### src/design/twc_regs.svh
`ifndef TWC_REGS_SVH
`define TWC_REGS_SVH

// ****************************************
// timing
// ****************************************
`define TWC_CLK_PERIOD_NS 10
`define TWC_SPIKE_NS 50
`define TWC_SPIKE_CYC ((`TWC_SPIKE_NS + `TWC_CLK_PERIOD_NS - 1) / `TWC_CLK_PERIOD_NS)
`define TWC_PERIOD_BASE 16
`define TWC_HALF_BASE (`TWC_PERIOD_BASE / 2)

// ****************************************
// fields and reset values
// ****************************************
`define TWC_GC_ADDR 7'h00
`define TWC_BIT_ADDR_END 4'h7
`define TWC_BIT_ACK 4'h8
`define TWC_CTRL_RST 5'h00
`define TWC_SHIFT_RST 8'hFF

`endif

### src/design/twc_pkg.sv
package twc_pkg;

   typedef struct packed {
      logic int_clear;
      logic enable;
      logic start;
      logic stop;
      logic ack_en;
   } twc_ctrl_t;

   // status codes, values arbitrary
   typedef enum logic [7:0] {
      SC_NO_INFO = 8'hFF,
      SC_START_SENT = 8'h01,
      SC_RSTART_SENT = 8'h02,
      SC_ADDR_ACK = 8'h03,
      SC_ADDR_NACK = 8'h04,
      SC_DTX_ACK = 8'h05,
      SC_DTX_NACK = 8'h06,
      SC_DRX_ACK = 8'h07,
      SC_DRX_NACK = 8'h08,
      SC_ARB_LOST = 8'h09,
      SC_ARB_LOST_ADDR = 8'h0A,
      SC_SLV_WRITE = 8'h0B,
      SC_SLV_GCALL = 8'h0C,
      SC_SLV_READ = 8'h0D,
      SC_SLV_RX_ACK = 8'h0E,
      SC_SLV_RX_NACK = 8'h0F,
      SC_SLV_STOP = 8'h10,
      SC_SLV_TX_ACK = 8'h11,
      SC_SLV_TX_NACK = 8'h12,
      SC_BUS_ERR = 8'h1F
   } twc_status_t;

   typedef enum logic [6:0] {
      ST_IDLE = 7'b0000001,
      ST_START = 7'b0000010,
      ST_MLOW = 7'b0000100,
      ST_MHIGH = 7'b0001000,
      ST_STOP = 7'b0010000,
      ST_SLAVE = 7'b0100000,
      ST_HOLD = 7'b1000000
   } twc_state_t;

endpackage : twc_pkg

### src/design/twc_spike_filter.sv
`timescale 1ns/100ps
`include "twc_regs.svh"

module twc_spike_filter (
   input wire logic clk,
   input wire logic sys_rst,
   input wire logic line_i,
   output logic line_f
);
   import twc_pkg::*;

   logic [2:0] cnt_r;

   // output follows only after the input differs for the full width
   always_ff @(posedge clk or posedge sys_rst)
   begin
      if (sys_rst)
      begin
         cnt_r <= 3'h0;
         line_f <= 1'b1;
      end
      else if (line_i == line_f)
         cnt_r <= 3'h0;
      else if (cnt_r == 3'(`TWC_SPIKE_CYC - 1))
      begin
         cnt_r <= 3'h0;
         line_f <= line_i;
      end
      else
         cnt_r <= cnt_r + 3'h1;
   end

endmodule : twc_spike_filter

### src/design/twc_rate_gen.sv
`timescale 1ns/100ps
`include "twc_regs.svh"

module twc_rate_gen (
   input wire logic clk,
   input wire logic sys_rst,
   input wire logic [7:0] bit_rate_divider,
   input wire logic [1:0] rate_prescaler_select,
   input wire logic restart,
   input wire logic run,
   input wire logic high_phase,
   output logic tick
);
   import twc_pkg::*;

   logic [14:0] cnt_r;
   wire [14:0] half_len;
   wire [14:0] lim;

   assign half_len = 15'(`TWC_HALF_BASE)
      + ({7'h00, bit_rate_divider} << {rate_prescaler_select, 1'b0});
   // high phase starts late by the input filter delay
   assign lim = high_phase ? (half_len - 15'(`TWC_SPIKE_CYC)) : half_len;
   assign tick = run & (cnt_r == (lim - 15'h0001));

   always_ff @(posedge clk or posedge sys_rst)
   begin
      if (sys_rst)
         cnt_r <= 15'h0000;
      else if (restart | tick | ~run)
         cnt_r <= 15'h0000;
      else
         cnt_r <= cnt_r + 15'h0001;
   end

endmodule : twc_rate_gen

### src/design/twc_controller.sv
`timescale 1ns/100ps
`include "twc_regs.svh"

module twc_controller (
   input wire logic clk,
   input wire logic sys_rst,
   input wire logic scl_i,
   output logic scl_o,
   output logic scl_oe,
   input wire logic sda_i,
   output logic sda_o,
   output logic sda_oe,
   input wire logic ctrl_wr,
   input wire twc_pkg::twc_ctrl_t ctrl_in,
   output twc_pkg::twc_ctrl_t control_reg,
   input wire logic data_wr,
   input wire logic [7:0] data_in,
   output logic [7:0] shift_data_reg,
   input wire logic [6:0] own_address_reg,
   input wire logic general_call_enable,
   input wire logic [7:0] bit_rate_divider,
   input wire logic [1:0] rate_prescaler_select,
   input wire logic cpu_sleep,
   input wire logic other_wake,
   output logic event_flag,
   output twc_pkg::twc_status_t status_code_reg,
   output logic wake_req
);
   import twc_pkg::*;

   twc_state_t state_r, state_nxt;
   twc_status_t pend_r, evt_code;
   twc_ctrl_t ctrl_r;
   logic [1:0] ph_r, ph_nxt;
   logic [3:0] bitcnt_r, bit_nxt;
   logic [7:0] shift_r, shift_nxt;
   logic ack_bit_r, ackb_nxt, s_bit_r, sbit_nxt;
   logic master_r, master_nxt, rd_r, rd_nxt, addr_ph_r, addr_nxt;
   logic arb_r, arb_nxt, addressed_r, adr_nxt, slv_tx_r, stx_nxt, gcall_r, gc_nxt;
   logic scl_drv_r, scl_nxt, sda_drv_r, sda_nxt, scl_d_r, sda_d_r;
   logic flag_r, busy_r, wake_r, wake_nxt;
   logic evt, step, start_done, stop_done;
   wire [1:0] lines_raw;
   wire [1:0] lines_f;
   wire scl_f, sda_f, tick, hi_ph, run;

   // ****************************************
   // input filtering and line events
   // ****************************************
   assign lines_raw = {scl_i, sda_i};
   genvar gi;
   generate
      for (gi = 0; gi < 2; gi = gi + 1)
      begin : g_filt
         twc_spike_filter u_filt (
            .clk(clk),
            .sys_rst(sys_rst),
            .line_i(lines_raw[gi]),
            .line_f(lines_f[gi])
         );
      end
   endgenerate
   assign scl_f = lines_f[1];
   assign sda_f = lines_f[0];

   wire scl_rise = scl_f & ~scl_d_r;
   wire scl_fall = ~scl_f & scl_d_r;
   wire scl_hi2 = scl_f & scl_d_r;
   wire start_det = scl_hi2 & sda_d_r & ~sda_f;
   wire stop_det = scl_hi2 & ~sda_d_r & sda_f;
   wire cond_det = start_det | stop_det;
   wire flag_clr = ctrl_wr & ctrl_in.int_clear;
   wire at_ack = (bitcnt_r == `TWC_BIT_ACK);

   // ****************************************
   // bit rate
   // ****************************************
   assign hi_ph = (state_r == ST_MHIGH)
      | ((ph_r == 2'd1) & ((state_r == ST_START) | (state_r == ST_STOP)));
   assign run = scl_drv_r | scl_f;

   twc_rate_gen u_rate (
      .clk(clk),
      .sys_rst(sys_rst),
      .bit_rate_divider(bit_rate_divider),
      .rate_prescaler_select(rate_prescaler_select),
      .restart(step),
      .run(run),
      .high_phase(hi_ph),
      .tick(tick)
   );

   // ****************************************
   // bit level decode
   // ****************************************
   wire m_tx = addr_ph_r | ~rd_r;
   wire m_bit = at_ack ? (m_tx | ~ack_bit_r) : (~m_tx | shift_r[7]);
   wire m_lost = master_r & m_tx & ~at_ack & m_bit & ~sda_f;
   wire hi_end = tick | scl_fall;
   wire [7:0] byte_in = {shift_r[6:0], s_bit_r};
   wire gc_hit = general_call_enable & (byte_in[7:1] == `TWC_GC_ADDR);
   wire own_hit = (byte_in[7:1] == own_address_reg);
   wire match = own_hit | gc_hit;
   wire s_drive = at_ack ? (~slv_tx_r & ack_bit_r) : (slv_tx_r & ~shift_r[7]);

   // ****************************************
   // control state machine
   // ****************************************
   always_comb
   begin
      state_nxt = state_r;
      ph_nxt = ph_r;
      bit_nxt = bitcnt_r;
      shift_nxt = (data_wr & flag_r) ? data_in : shift_r;
      ackb_nxt = ack_bit_r;
      sbit_nxt = s_bit_r;
      master_nxt = master_r;
      rd_nxt = rd_r;
      addr_nxt = addr_ph_r;
      arb_nxt = arb_r;
      adr_nxt = addressed_r;
      stx_nxt = slv_tx_r;
      gc_nxt = gcall_r;
      scl_nxt = scl_drv_r;
      sda_nxt = sda_drv_r;
      evt = 1'b0;
      evt_code = SC_NO_INFO;
      step = 1'b0;
      start_done = 1'b0;
      stop_done = 1'b0;
      wake_nxt = 1'b0;
      case (state_r)
         ST_IDLE:
         begin
            scl_nxt = 1'b0;
            sda_nxt = 1'b0;
            master_nxt = 1'b0;
            arb_nxt = 1'b0;
            adr_nxt = 1'b0;
            stx_nxt = 1'b0;
            if (!flag_r && ctrl_r.start && !busy_r)
            begin
               state_nxt = ST_START;
               ph_nxt = 2'd1;
               step = 1'b1;
            end
            else if (start_det)
            begin
               state_nxt = ST_SLAVE;
               bit_nxt = 4'h0;
               addr_nxt = 1'b1;
               ackb_nxt = 1'b0;
            end
         end
         ST_START:
         begin
            if (ph_r == 2'd0)
            begin
               sda_nxt = 1'b0;
               if (tick)
               begin
                  ph_nxt = 2'd1;
                  scl_nxt = 1'b0;
                  step = 1'b1;
               end
            end
            else if (ph_r == 2'd1)
            begin
               if (tick && scl_f && sda_f)
               begin
                  ph_nxt = 2'd2;
                  sda_nxt = 1'b1;
                  step = 1'b1;
               end
            end
            else if (tick)
            begin
               scl_nxt = 1'b1;
               evt = 1'b1;
               evt_code = master_r ? SC_RSTART_SENT : SC_START_SENT;
               master_nxt = 1'b1;
               addr_nxt = 1'b1;
               rd_nxt = 1'b0;
               arb_nxt = 1'b0;
               bit_nxt = 4'h0;
               start_done = 1'b1;
               state_nxt = ST_HOLD;
            end
         end
         ST_HOLD:
         begin
            scl_nxt = 1'b1;
            if (!flag_r)
            begin
               step = 1'b1;
               if (master_r && ctrl_r.stop)
               begin
                  state_nxt = ST_STOP;
                  ph_nxt = 2'd0;
               end
               else if (master_r && ctrl_r.start)
               begin
                  state_nxt = ST_START;
                  ph_nxt = 2'd0;
               end
               else if (master_r)
               begin
                  state_nxt = ST_MLOW;
                  ackb_nxt = ctrl_r.ack_en;
               end
               else if (addressed_r || addr_ph_r)
               begin
                  state_nxt = ST_SLAVE;
                  scl_nxt = 1'b0;
               end
               else
                  state_nxt = ST_IDLE;
            end
         end
         ST_MLOW:
         begin
            scl_nxt = 1'b1;
            sda_nxt = ~m_bit;
            if (cond_det)
            begin
               evt = 1'b1;
               evt_code = SC_BUS_ERR;
               master_nxt = 1'b0;
               sda_nxt = 1'b0;
               state_nxt = ST_HOLD;
            end
            else if (tick)
            begin
               scl_nxt = 1'b0;
               state_nxt = ST_MHIGH;
               step = 1'b1;
            end
         end
         ST_MHIGH:
         begin
            scl_nxt = 1'b0;
            if (cond_det)
            begin
               evt = 1'b1;
               evt_code = SC_BUS_ERR;
               master_nxt = 1'b0;
               sda_nxt = 1'b0;
               scl_nxt = 1'b1;
               state_nxt = ST_HOLD;
            end
            else if (hi_end && scl_f)
            begin
               if (!at_ack)
                  shift_nxt = {shift_r[6:0], sda_f};
               if (m_lost)
               begin
                  arb_nxt = 1'b1;
                  shift_nxt = shift_r;
                  sbit_nxt = sda_f;
                  master_nxt = 1'b0;
                  sda_nxt = 1'b0;
                  ackb_nxt = 1'b0;
                  state_nxt = ST_SLAVE;
               end
               else if (at_ack)
               begin
                  evt = 1'b1;
                  if (m_tx)
                     ackb_nxt = ~sda_f;
                  if (addr_ph_r)
                  begin
                     rd_nxt = shift_r[0];
                     evt_code = sda_f ? SC_ADDR_NACK : SC_ADDR_ACK;
                  end
                  else if (m_tx)
                     evt_code = sda_f ? SC_DTX_NACK : SC_DTX_ACK;
                  else
                     evt_code = ack_bit_r ? SC_DRX_ACK : SC_DRX_NACK;
                  addr_nxt = 1'b0;
                  bit_nxt = 4'h0;
                  scl_nxt = 1'b1;
                  state_nxt = ST_HOLD;
               end
               else
               begin
                  bit_nxt = bitcnt_r + 4'h1;
                  scl_nxt = 1'b1;
                  state_nxt = ST_MLOW;
                  step = 1'b1;
               end
            end
         end
         ST_STOP:
         begin
            if (ph_r == 2'd0)
            begin
               scl_nxt = 1'b1;
               sda_nxt = 1'b1;
               if (tick)
               begin
                  ph_nxt = 2'd1;
                  scl_nxt = 1'b0;
                  step = 1'b1;
               end
            end
            else if (ph_r == 2'd1)
            begin
               if (tick && scl_f)
               begin
                  ph_nxt = 2'd2;
                  sda_nxt = 1'b0;
                  step = 1'b1;
               end
            end
            else if (tick)
            begin
               master_nxt = 1'b0;
               stop_done = 1'b1;
               state_nxt = ST_IDLE;
            end
         end
         ST_SLAVE:
         begin
            scl_nxt = 1'b0;
            sda_nxt = s_drive;
            if (cpu_sleep && other_wake)
            begin
               adr_nxt = 1'b0;
               addr_nxt = 1'b0;
               sda_nxt = 1'b0;
               state_nxt = ST_IDLE;
            end
            else if (cond_det)
            begin
               bit_nxt = 4'h0;
               addr_nxt = start_det;
               adr_nxt = 1'b0;
               stx_nxt = 1'b0;
               ackb_nxt = 1'b0;
               sda_nxt = 1'b0;
               if (bitcnt_r != 4'h0)
               begin
                  evt = 1'b1;
                  evt_code = SC_BUS_ERR;
                  addr_nxt = 1'b0;
                  state_nxt = ST_HOLD;
               end
               else if (addressed_r)
               begin
                  evt = 1'b1;
                  evt_code = SC_SLV_STOP;
                  state_nxt = ST_HOLD;
               end
               else if (stop_det)
                  state_nxt = ST_IDLE;
            end
            else if (scl_rise)
               sbit_nxt = sda_f;
            else if (scl_fall && !at_ack)
            begin
               shift_nxt = byte_in;
               bit_nxt = bitcnt_r + 4'h1;
               if (bitcnt_r == `TWC_BIT_ADDR_END)
               begin
                  if (addr_ph_r)
                  begin
                     adr_nxt = match & ctrl_r.ack_en;
                     ackb_nxt = match & ctrl_r.ack_en;
                     gc_nxt = gc_hit;
                     stx_nxt = match & ~gc_hit & byte_in[0];
                     wake_nxt = match & ctrl_r.ack_en & cpu_sleep;
                  end
                  else
                     ackb_nxt = addressed_r & ~slv_tx_r & ctrl_r.ack_en;
               end
            end
            else if (scl_fall)
            begin
               bit_nxt = 4'h0;
               addr_nxt = 1'b0;
               if (slv_tx_r)
                  ackb_nxt = ~s_bit_r;
               if (addressed_r)
               begin
                  evt = 1'b1;
                  scl_nxt = 1'b1;
                  state_nxt = ST_HOLD;
                  if (addr_ph_r)
                     evt_code = arb_r ? SC_ARB_LOST_ADDR
                        : (gcall_r ? SC_SLV_GCALL : (slv_tx_r ? SC_SLV_READ : SC_SLV_WRITE));
                  else if (slv_tx_r)
                     evt_code = s_bit_r ? SC_SLV_TX_NACK : SC_SLV_TX_ACK;
                  else
                     evt_code = ack_bit_r ? SC_SLV_RX_ACK : SC_SLV_RX_NACK;
                  if (!addr_ph_r && (slv_tx_r ? s_bit_r : ~ack_bit_r))
                     adr_nxt = 1'b0;
                  arb_nxt = 1'b0;
               end
               else if (arb_r)
               begin
                  evt = 1'b1;
                  evt_code = SC_ARB_LOST;
                  arb_nxt = 1'b0;
                  scl_nxt = 1'b1;
                  state_nxt = ST_HOLD;
               end
               else
                  state_nxt = ST_IDLE;
            end
         end
         default:
            state_nxt = ST_IDLE;
      endcase
      if (!ctrl_r.enable)
      begin
         state_nxt = ST_IDLE;
         scl_nxt = 1'b0;
         sda_nxt = 1'b0;
         master_nxt = 1'b0;
         adr_nxt = 1'b0;
         addr_nxt = 1'b0;
         evt = 1'b0;
      end
   end

   // ****************************************
   // registers
   // ****************************************
   always_ff @(posedge clk or posedge sys_rst)
   begin
      if (sys_rst)
      begin
         state_r <= ST_IDLE;
         ph_r <= 2'd0;
         bitcnt_r <= 4'h0;
         shift_r <= `TWC_SHIFT_RST;
         {ack_bit_r, s_bit_r, master_r, rd_r, addr_ph_r} <= 5'h00;
         {arb_r, addressed_r, slv_tx_r, gcall_r, wake_r} <= 5'h00;
         {scl_drv_r, sda_drv_r} <= 2'b00;
      end
      else
      begin
         state_r <= state_nxt;
         ph_r <= ph_nxt;
         bitcnt_r <= bit_nxt;
         shift_r <= shift_nxt;
         {ack_bit_r, s_bit_r, master_r, rd_r, addr_ph_r} <=
            {ackb_nxt, sbit_nxt, master_nxt, rd_nxt, addr_nxt};
         {arb_r, addressed_r, slv_tx_r, gcall_r, wake_r} <=
            {arb_nxt, adr_nxt, stx_nxt, gc_nxt, wake_nxt};
         {scl_drv_r, sda_drv_r} <= {scl_nxt, sda_nxt};
      end
   end

   always_ff @(posedge clk or posedge sys_rst)
   begin
      if (sys_rst)
      begin
         scl_d_r <= 1'b1;
         sda_d_r <= 1'b1;
         busy_r <= 1'b0;
      end
      else
      begin
         scl_d_r <= scl_f;
         sda_d_r <= sda_f;
         busy_r <= start_det | (busy_r & ~stop_det);
      end
   end

   always_ff @(posedge clk or posedge sys_rst)
   begin
      if (sys_rst)
         ctrl_r <= `TWC_CTRL_RST;
      else if (ctrl_wr)
         ctrl_r <= {1'b0, ctrl_in.enable, ctrl_in.start, ctrl_in.stop, ctrl_in.ack_en};
      else
      begin
         ctrl_r.start <= ctrl_r.start & ~start_done;
         ctrl_r.stop <= ctrl_r.stop & ~stop_done;
      end
   end

   always_ff @(posedge clk or posedge sys_rst)
   begin
      if (sys_rst)
      begin
         flag_r <= 1'b0;
         pend_r <= SC_NO_INFO;
         status_code_reg <= SC_NO_INFO;
      end
      else
      begin
         flag_r <= evt | (flag_r & ~flag_clr);
         if (evt)
            pend_r <= evt_code;
         status_code_reg <= flag_r ? pend_r : SC_NO_INFO;
      end
   end

   // ****************************************
   // outputs
   // ****************************************
   assign scl_o = 1'b0;
   assign sda_o = 1'b0;
   assign scl_oe = scl_drv_r;
   assign sda_oe = sda_drv_r;
   assign control_reg = ctrl_r;
   assign shift_data_reg = shift_r;
   assign event_flag = flag_r;
   assign wake_req = wake_r;

endmodule : twc_controller

### config.mk
export PLATFORM = sky130hd
export DESIGN_NAME = twc_controller
export DESIGN_NICKNAME = d
export VERILOG_FILES = /design/src/design/twc_pkg.sv /design/src/design/twc_spike_filter.sv /design/src/design/twc_rate_gen.sv /design/src/design/twc_controller.sv
export VERILOG_INCLUDE_DIRS = /design/src /design/src/design
export SDC_FILE = /design/constraint.sdc
export NUM_CORES = 1
export LEC_CHECK = 0
export BUFFER_PORTS_ARGS = -buffer_cell sky130_fd_sc_hd__buf_4
export CAP_MARGIN = 5
export CORE_AREA = 2 2 124 96
export CTS_CLUSTER_DIAMETER = 80
export DETAILED_ROUTE_END_ITERATION = 12
export DIE_AREA = 0 0 126 98
export HOLD_SLACK_MARGIN = 0.05
export PLACE_DENSITY_LB_ADDON = 0.05
export SETUP_SLACK_MARGIN = 0.02
export SLEW_MARGIN = 0
export SYNTH_ARGS = -nofsm -noshare
export SYNTH_HDL_FRONTEND = slang
export SYNTH_SLANG_ARGS = --single-unit
### constraint.sdc
create_clock -name clk -period 4.98 [get_ports clk]
set_input_delay 0.249 -clock clk [delete_from_list [all_inputs] [get_ports clk]]
set_output_delay 0.249 -clock clk [all_outputs]
set_load 0.05 [all_outputs]
# Word-level counts from Yosys, hierarchy flattened
# Cells that the tools add are included.
[word_totals]
regBits = 80
inputBits = 39
wordCells = 496
output_inout_bits = 27
[classes]
n_reduce_logical = 40
eq_ne = 91
shift = 1
n_mux = 262
bitwise_logic = 64
n_addsub = 7
[ops]
columns = ["operator", "n"]
rows = [
  ["2-to-1 mux 8 bit", 27],
  ["2-to-1 mux 7 bit", 26],
  ["2-to-1 mux 1 bit", 144],
  ["2-to-1 mux 4 bit", 17],
  ["!= test 3 bit, second input constant", 20],
  ["case mux 7 bit (7 select lines)", 1],
  ["!= test 2 bit, second input constant", 21],
  ["!= test 4 bit, second input constant", 9],
  ["case mux 8 bit (4 select lines)", 1],
  ["2-to-1 mux 15 bit", 2],
  ["2-to-1 mux 2 bit", 15],
  ["AND 1 bit", 28],
  ["2-to-1 mux 3 bit", 8],
  ["2-to-1 mux 6 bit", 4],
  ["AND reduction 12 bit", 2],
  ["inverter 1 bit", 23],
  ["AND reduction 7 bit", 3],
  ["!= test 6 bit, second input constant", 3],
  ["!= test 4 x 3 -> 1 bit, second input constant", 4],
  ["case mux 1 bit (4 select lines)", 4],
  ["case mux 4 bit (4 select lines)", 1],
  ["case mux 8 bit (2 select lines)", 1],
  ["AND reduction 16 bit", 1],
  ["nonzero test 4 bit", 4],
  ["52 further kinds", 96],
]

# Depth between registers and ports, before layout
# Gate-level depths: netlist of the first run.
[depth]
depth_word = 17
depth_mapped = 21
ltp_nobuf = 16

# Cells and area by module
# A second synthesis of the first run with hierarchy kept.
[unflattened]
hier_cells = 778
area_unflattened_um2 = 6729.0
[modules_own_cells]
columns = ["module", "instances", "seq_area_each_um2", "area_per_inst_um2", "cells_per_inst"]
rows = [
  ["twc_controller", 1, 1355.0, 3916.3, 456],
  ["twc_rate_gen", 1, 375.4, 2417.3, 288],
  ["twc_spike_filter", 2, 101.3, 197.7, 17],
]

# Worst setup path after synthesis of the first run
# OpenSTA, ideal clock, no wires.
[synth_path]
path_type = "input -> register"
startpoint = "in rate_prescaler_select[1]"
endpoint = "reg bitcnt_r[1]"
path_slack_ns = 0.258
required_time_ns = 4.852
arrival_ns = 4.594
cell_stages = 19
setup_time_ns = 0.128
cell_sequence = "buf_2 -> buf_4 -> clkbuf_1 -> nor2b_1 -> a211oi_1 -> a21oi_1 -> ha_1 -> a2111oi_4 -> o211ai_2 -> or4b_4 -> nand2_2 -> xor2_2 -> nand4b_1 -> a41oi_1 -> nor4_4 -> nand4_1 -> o21ai_2 -> and4b_1 -> mux2_1"
[synth_between]
elab_chain_len = 11
[synth_rtl]
columns = ["item", "line", "source"]
rows = [
  ["start: declaration", "twc_controller.sv:22", "input wire logic [1:0] rate_prescaler_select,"],
  ["<< shifter 8 x 3 -> 15 bit *", "twc_rate_gen.sv:21", "+ ({7'h00, bit_rate_divider} << {rate_prescaler_select, 1'b0});"],
  ["adder 4 x 15 -> 15 bit *", "twc_rate_gen.sv:20", "assign half_len = 15'(`TWC_HALF_BASE)"],
  ["subtractor 15 x 3 -> 15 bit", "twc_rate_gen.sv:23", "assign lim = high_phase ? (half_len - 15'(`TWC_SPIKE_CYC)) : half_len;"],
  ["2-to-1 mux 15 bit *", "twc_rate_gen.sv:23", ""],
  ["subtractor 15 x 1 -> 15 bit *", "twc_rate_gen.sv:24", "assign tick = run & (cnt_r == (lim - 15'h0001));"],
  ["== test 15 bit *", "twc_rate_gen.sv:24", ""],
  ["AND 1 bit *", "twc_rate_gen.sv:24", ""],
  ["OR 1 bit", "twc_controller.sv:99", "wire hi_end = tick | scl_fall;"],
  ["logical AND 1 bit", "twc_controller.sv:251", "else if (hi_end && scl_f)"],
  ["!= test 2 x 1 -> 1 bit (no source line)", "--", ""],
  ["AND reduction 12 bit (no source line) *", "--", ""],
  ["end signal: assignment", "twc_controller.sv:445", "bitcnt_r <= bit_nxt;"],
  ["end: declaration", "twc_controller.sv:35", "logic [3:0] bitcnt_r, bit_nxt;"],
]
# Mark *: on every way between the ends. The rest lies on a longest branch, timed or not.
# A chain may end at the register's enable or synchronous reset.

# Worst setup path after layout of the first run
[layout_path]
startpoint = "reg state_r[3]"
endpoint = "reg bitcnt_r[1]"
[layout_between]
elab_chain_len = 12
[layout_rtl]
columns = ["item", "line", "source"]
rows = [
  ["start: declaration", "twc_controller.sv:31", "twc_state_t state_r, state_nxt;"],
  ["start signal: assignment", "twc_controller.sv:443", "state_r <= state_nxt;"],
  ["== test 7 x 2 -> 1 bit or == test 7 x 5 -> 1 bit (tied branches)", "twc_controller.sv:79, twc_controller.sv:132", ""],
  ["OR 1 bit", "twc_controller.sv:79", "| ((ph_r == 2'd1) & ((state_r == ST_START) | (state_r == ST_STOP)));"],
  ["AND 1 bit", "twc_controller.sv:79", ""],
  ["OR 1 bit", "twc_controller.sv:79", ""],
  ["2-to-1 mux 15 bit", "twc_rate_gen.sv:23", ""],
  ["subtractor 15 x 1 -> 15 bit", "twc_rate_gen.sv:24", ""],
  ["== test 15 bit", "twc_rate_gen.sv:24", ""],
  ["AND 1 bit", "twc_rate_gen.sv:24", ""],
  ["OR 1 bit", "twc_controller.sv:99", ""],
  ["logical AND 1 bit", "twc_controller.sv:251", ""],
  ["!= test 2 x 1 -> 1 bit (no source line)", "--", ""],
  ["AND reduction 12 bit (no source line)", "--", ""],
]
# Several ways; a longest one is shown, not always the timed one.

==> results of run 1 <==
[metal layers]
metal  global-route usage, %  vias to the layer above  part of all wire (%)
li1                        -                     3095                     -
met1                    50.7                     3202                    46
met2                    45.7                      396                    42
met3                    7.95                       45                    10
met4                    7.35                        0                   1.7
met5                       0                        -                     0
[Yosys cell counts (all sizes together) (6+ instances only)]
library cell,instances,area share (%)
a22oi,6,0.68
nand4,15,1.4
o21a,10,1.1
a21oi,39,3.3
nand3,38,2.9
a31oi,18,1.7
a211oi,15,2.0
o21ai,54,4.2
mux2i,12,1.8
nor3b,8,0.98
xor2,19,2.6
nor2,91,5.2
or2,7,0.66
mux2,15,2.6
or3,6,0.64
clkbuf,27,1.5
nor4,12,1.7
a221o,7,1.1
nor3,25,2.0
ha,10,1.9
buf,19,2.1
xnor2,31,4.2
dfstp,25,9.9
nand2,65,3.7
o31ai,7,0.79
nor2b,20,1.9
inv,26,1.5
a21o,7,0.79
nand2b,16,1.5
and3,22,2.2
o211ai,9,1.2
and2,7,0.66
dfrtp,51,19
[power groups by stage]
stage	clock, W	sequential [W]	combinational (W)
after global routing	0.000736	0.00101	0.00130
after CTS	0.000710	0.000984	0.00117
after floorplan	0	0.000979	0.000831
final	0.000703	0.000993	0.00119
after global placement	0	0.000985	0.00113
after detailed placement	0	0.000993	0.00116
[timing repair]
item,4_1_cts,5_1_grt
gates resized for setup,0,1
setup buffers,0,3
hold buffers,0,0
endpoints found under the setup margin,0,11
[worst max-delay path, stage by stage (launching register included)]
cell	delay (ps)
dfrtp_1	370
buf_4	170
nand4bb_1	220
a21oi_1	230
o21ai_2	120
xnor2_1	400
ha_1	300
nand2_2	70
or4b_1	520
a311oi_1	460
o211ai_1	270
nor4_4	320
and3_4	330
a21o_1	230
and4b_1	270
mux2_1	340
[area by class of cell]
cell class / instances / area, sq um / area share, %
clock inverter: 7 / 87.6 / 1.16
multi-input combinational: 666 / 4410 / 58.4
inverter: 26 / 98.8 / 1.31
timing repair buffer: 82 / 616 / 8.16
sequential: 76 / 1930 / 25.6
clock buffer: 9 / 225 / 2.98
tap: 144 / 180 / 2.39
[stage by stage]
step,instances,setup WS (ps),util (%),power [W]
2_1_floorplan,814,258,-,0.00181
3_3_place_gp,991,315,64.2,0.00212
3_5_place_dp,991,139,64.2,0.00216
4_1_cts,1007,241,67.0,0.00286
5_1_grt,1010,59.5,67.2,0.00305
6_report,1010,248,67.2,0.00289
[worst min-delay path by stage]
stage,from,end,slack (ps),cells after the start
floorplan,g_filt[1].u_filt.line_f,scl_d_r,350,0
global placement,g_filt[0].u_filt.cnt_r[0],g_filt[0].u_filt.cnt_r[0],450,1
detailed placement,g_filt[0].u_filt.cnt_r[0],g_filt[0].u_filt.cnt_r[0],470,1
CTS,ctrl_in[3],control_reg[3],120,3
global route,ctrl_in[3],control_reg[3],120,3
finish,data_in[0],shift_data_reg[0],120,2
[cell families (layout without fill, tap and decap cells)]
| family | Yosys count | after routing | share of synthesized area (%) |
|---|---|---|---|
| AOI/OAI and AO/OA | 221 | 221 | 23.8 |
| xor gates and xnor gates | 50 | 50 | 6.80 |
| adders and majority gates | 10 | 10 | 1.88 |
| buffers and inverters | 72 | 124 | 5.05 |
| DFF | 76 | 76 | 29.0 |
| muxes | 29 | 29 | 5.18 |
| other | 1 | 3 | 0.0563 |
| and+or+nand+nor | 353 | 353 | 28.3 |
==> results.toml, run 1 <==
[critical_path]
path_class = "register to register"
crit_start = "state_r[3]"
rr_worst_depth = 15
r2r-start = "state_r[3]"
cp.arrival_ps = 4960
regToRegEndpoint = "bitcnt_r[1]"
worstSetupEndpoint = "bitcnt_r[1]"
cp-end-kind = "register"
cp_max_fo = 12
reg2reg_setup_slack_ps = 250
worstSetupStartpointType = "register"
critPathRequiredTime_ps = 5210

[grt]
first_global_vias = 6313
grt_max_degree = 77
grt_pass1_wl_um = 32800
overflow = 0
antenna_found_initial = 0
grt_usage_pct = 32.7

[power_and_ir_drop]
power.density_mw_per_mm2 = 383
pwr-share-comb_pct = 41.3
seqPwrFrac_pct = 34.4
power_frac_clock_pct = 24.3
swShare_pct = 43.7
internal-power_w = 0.00163
p_leak_nw = 3.11
ir_worst_vdd_mv = 0.351
p_sw_w = 0.00126

[clock_tree]
cts_root_buf = "clkbuf_16"
clkTransAtPathRegs_ps = 70
htreeDepth = 3
clock_latency_ps = 350
cts.sinks = 76
tritoncts = "yes"
clk_path_buf_depth = 2
cts_buffers = 9

[layout]
fill_cells = 955
final_cell_mix = "nor2_1, buf_4, nand2_1"
diodes = 0
drive_gt1_share_pct = 20.2
fin_area_sq_mm = 0.00755
fin_nets = 910
mostFrequentLayoutCell = "nor2_1"
area_growth_pct = 13.3
largest_reg_flops = 15

[floorplanning]
ioPinCount = 66
initial_core_util_pct = 59.3
rows = 34
die_area_sq_mm = 0.0123
coreArea_sq_mm = 0.0112
chipHeight_um = 98
die_x_um = 126

[timing]
worst_pin_slew_ps = 974
finalHoldViolations = 0
hold_ws_ps = 119
slew_headroom_pct = 35.1
tns_ps = 0
rsz0062_at_grt = "false"
setup_viol = 0
min_period_ps = 4730
slew_viol_final = 0
post-route-period-util_pct = 95.0
fmax_mhz = 211
finClkSkew_ps = 10.2

[yosys]
synth_seq_cells = 76
ys_types = 99
yosysSeqAreaShare_pct = 29.0
synth_edf_count = 0
synth_flop_cell = "dfrtp_1"
ys_warn_count = 0
async_reset_ff_share_pct = 100
syn-cell-area_sq_mm = 0.00666
syn_inst = 812
syn_area_per_cell_sq_um = 8.21

[placement]
finalWeightedCongestion = 0.979
place_hpwl_um = 14800
io_buffer_count = 62
place_area_sq_mm = 0.00721

[routing]
first_pass_iters = 6
drc_errors = 0
ant_nets = 0
viasPerCell = 6.67
drt_wl_total_um = 20200
vias = 6738
drtIter0Drc = 807
wl_per_cell_um = 20.0

[run_status]
status = "completed"

[worst_hold_path]
hp-class = "input port to register"

[job]
drv_cap = 0
Note: power is estimated with default switching activity, not from simulation.
==> inputs of run 2 (changes only) <==
--- a/config.mk
+++ b/config.mk
@@ -8,10 +8,10 @@
 export LEC_CHECK = 0
 export BUFFER_PORTS_ARGS = -buffer_cell sky130_fd_sc_hd__buf_4
 export CAP_MARGIN = 5
-export CORE_AREA = 2 2 124 96
+export CORE_AREA = 2 2 131 101
 export CTS_CLUSTER_DIAMETER = 80
 export DETAILED_ROUTE_END_ITERATION = 12
-export DIE_AREA = 0 0 126 98
+export DIE_AREA = 0 0 133 103
 export HOLD_SLACK_MARGIN = 0.05
 export PLACE_DENSITY_LB_ADDON = 0.05
 export SETUP_SLACK_MARGIN = 0.02
==> constraint.sdc (replaced) <==
create_clock -name clk -period 4.3 [get_ports clk]
set_input_delay 0.215 -clock clk [delete_from_list [all_inputs] [get_ports clk]]
set_output_delay 0.215 -clock clk [all_outputs]
set_load 0.05 [all_outputs]
==> run 2 against run 1 <==
  * Critical path depth unchanged
  * Non-clock buffer count increased by 49
  * Clock-buffer cell count unchanged
  * Final cell count increased by 7.5%
  * Die area increased by 11%
  * Sequential power increased by 16%
  * Clock skew decreased by 1.2 ps
  * Global-route usage decreased by 1.1 points
  * Routed wire length increased by 8.6%
  * Clock power increased by 6.5%
  * Core utilization decreased by 2.6 points
  * Critical endpoint is now pend_r[0]
  * Highest routed layer unchanged
==> results.toml, run 2 (synthesis results as in run 1) <==
[layout]
largest_reg_flops = 15
mostFrequentLayoutCell = "buf_4"
final_cell_mix = "buf_4, nor2_1, nand2_1"
stdcell_count = 1086
diodes = 0
fin_nets = 959
drive_gt1_share_pct = 27.3
fill_cells = 1082
area_growth_pct = 21.9

[critical_path]
cpMostUsedCell = "buf_4"
worst-path-buf-inv = 2
path_cells = "nand4bb_1 > a21oi_2 > o21ai_2 > a31oi_2 > ha_4 > nand2_2 > or4b_4 > a311oi_2 > buf_4 > o211ai_1 > nor4_4 > nand4_1 > buf_4 > o31a_1 > o32a_1"
critPathMaxStageDelay_ps = 540
path_class = "register to register"
cp_max_fo = 7
crit_slowest_cell = "or4b_4"
critPathRequiredTime_ps = 4580
cp.arrival_ps = 4440
cp-end-kind = "register"
cpLargestDelayFamily = "compound AO/OA/AOI/OAI gates"
worstSetupStartpointType = "register"

[clock_tree]
clk_path_buf_depth = 2
clkTransAtPathRegs_ps = 70
cts_buffers = 9
cts.sinks = 76
tritoncts = "yes"
htreeDepth = 3
cts_root_buf = "clkbuf_16"
clock_latency_ps = 350

[placement]
placed_cells = 1063
place_hpwl_um = 16500
io_buffer_count = 62
finalWeightedCongestion = 1.00

[floorplanning]
initial_core_util_pct = 53.0
rows = 36
ioPinCount = 66
die_area_sq_mm = 0.0137
coreArea_sq_mm = 0.0126
chipHeight_um = 103
die_x_um = 133

[grt]
first_global_vias = 6329
grt_max_degree = 50
grt_usage_pct = 31.6
grt_pass1_wl_um = 33700
overflow = 0
antenna_found_initial = 1

[timing]
post-route-period-util_pct = 96.7
setup_viol = 0
rsz0062_at_grt = "true"
finalHoldViolations = 0
slew_viol_final = 0
worst_pin_slew_ps = 854
fmax_mhz = 241
hold_ws_ps = 73.4
finClkSkew_ps = 9.01
min_period_ps = 4160
slew_headroom_pct = 43.0

[routing]
drtIter0Drc = 724
ant_nets = 0
first_pass_iters = 5
drt_wl_total_um = 21900
viasPerCell = 6.36
vias = 6909
wl_per_cell_um = 20.2
drc_errors = 0

[power_and_ir_drop]
p_leak_nw = 3.38
ir_worst_vdd_mv = 0.395
power.density_mw_per_mm2 = 424

[job]
drv_cap = 0

[run_status]
status = "completed"

[worst_hold_path]
hp-class = "input port to register"
## run 2: metrics by stage
step                setup TNS [ps]  power (W)  setup slack (ps)  util [%]  cell area, sq um
floorplan                        0    0.00210              30.3         -              6720
global placement                 0    0.00255              68.1      60.8              7650
detailed placement            -322    0.00260             -73.5      60.8              7650
CTS                              0    0.00336              93.5      63.3              7960
global route                 -51.4    0.00363             -27.8      64.6              8120
finish                           0    0.00344               143      64.6              8120
## run 2: final cells by class
| type | instances | area [sq um] | area share (%) |
|---|---|---|---|
| inverters | 26 | 98.8 | 1.22 |
| repair buffers | 131 | 1010 | 12.5 |
| multi-input cells | 666 | 4570 | 56.3 |
| clock inverters | 7 | 65.1 | 0.801 |
| well taps | 171 | 214 | 2.63 |
| flip-flops and latches | 76 | 1930 | 23.8 |
| clock buffers | 9 | 225 | 2.77 |
## run 2: worst reg2reg max path, cell delays in order, from the launching register on
cell and delay [ps]:
dfrtp_1 420, nand4bb_1 230, a21oi_2 200, o21ai_2 120, a31oi_2 320, ha_4 200, nand2_2 50, or4b_4 540
a311oi_2 240, buf_4 160, o211ai_1 150, nor4_4 390, nand4_1 220, buf_4 230, o31a_1 300, o32a_1 320
## run 2: metal layers
layer / routed length [um] / global-route usage [%]
met1: 10200 / 48.0
met2: 8940 / 43.4
met3: 2450 / 9.24
met4: 269 / 8.11
met5: 0 / 0
## run 2: final timing paths
kind                                                  end  cells after the start                       from  slack, ps
worst max register to register                  pend_r[0]                     15                 state_r[3]        140
min in group asynchronous                 u_rate.cnt_r[8]                      3                    sys_rst        570
max in group asynchronous              status_code_reg[4]                      4                    sys_rst       2770
worst min register to register  g_filt[0].u_filt.cnt_r[0]                      1  g_filt[0].u_filt.cnt_r[0]        470
worst max-delay path                            pend_r[0]                     15                 state_r[3]        140
worst min-delay path                       control_reg[1]                      3                 ctrl_in[1]         70
## run 2: power by group
| part | switching [W] | internal (W) | leakage [nW] | total (W) |
|---|---|---|---|---|
| sequential | 0.000260 | 0.000892 | 0.944 | 0.00115 |
| clock | 0.000343 | 0.000406 | 0.141 | 0.000749 |
| combinational | 0.000920 | 0.000621 | 2.30 | 0.00154 |
| total | 0.00152 | 0.00192 | 3.38 | 0.00344 |
## run 2: timing repair
| action | in CTS | in global routing |
|---|---|---|
| setup buffers | 0 | 6 |
| gates resized for setup | 5 | 24 |
| hold buffers | 1 | 0 |
| gates cloned | 0 | 0 |
| setup endpoints to repair | 6 | 43 |
| hold endpoints to repair | 27 | 0 |
| pin swaps | 1 | 15 |
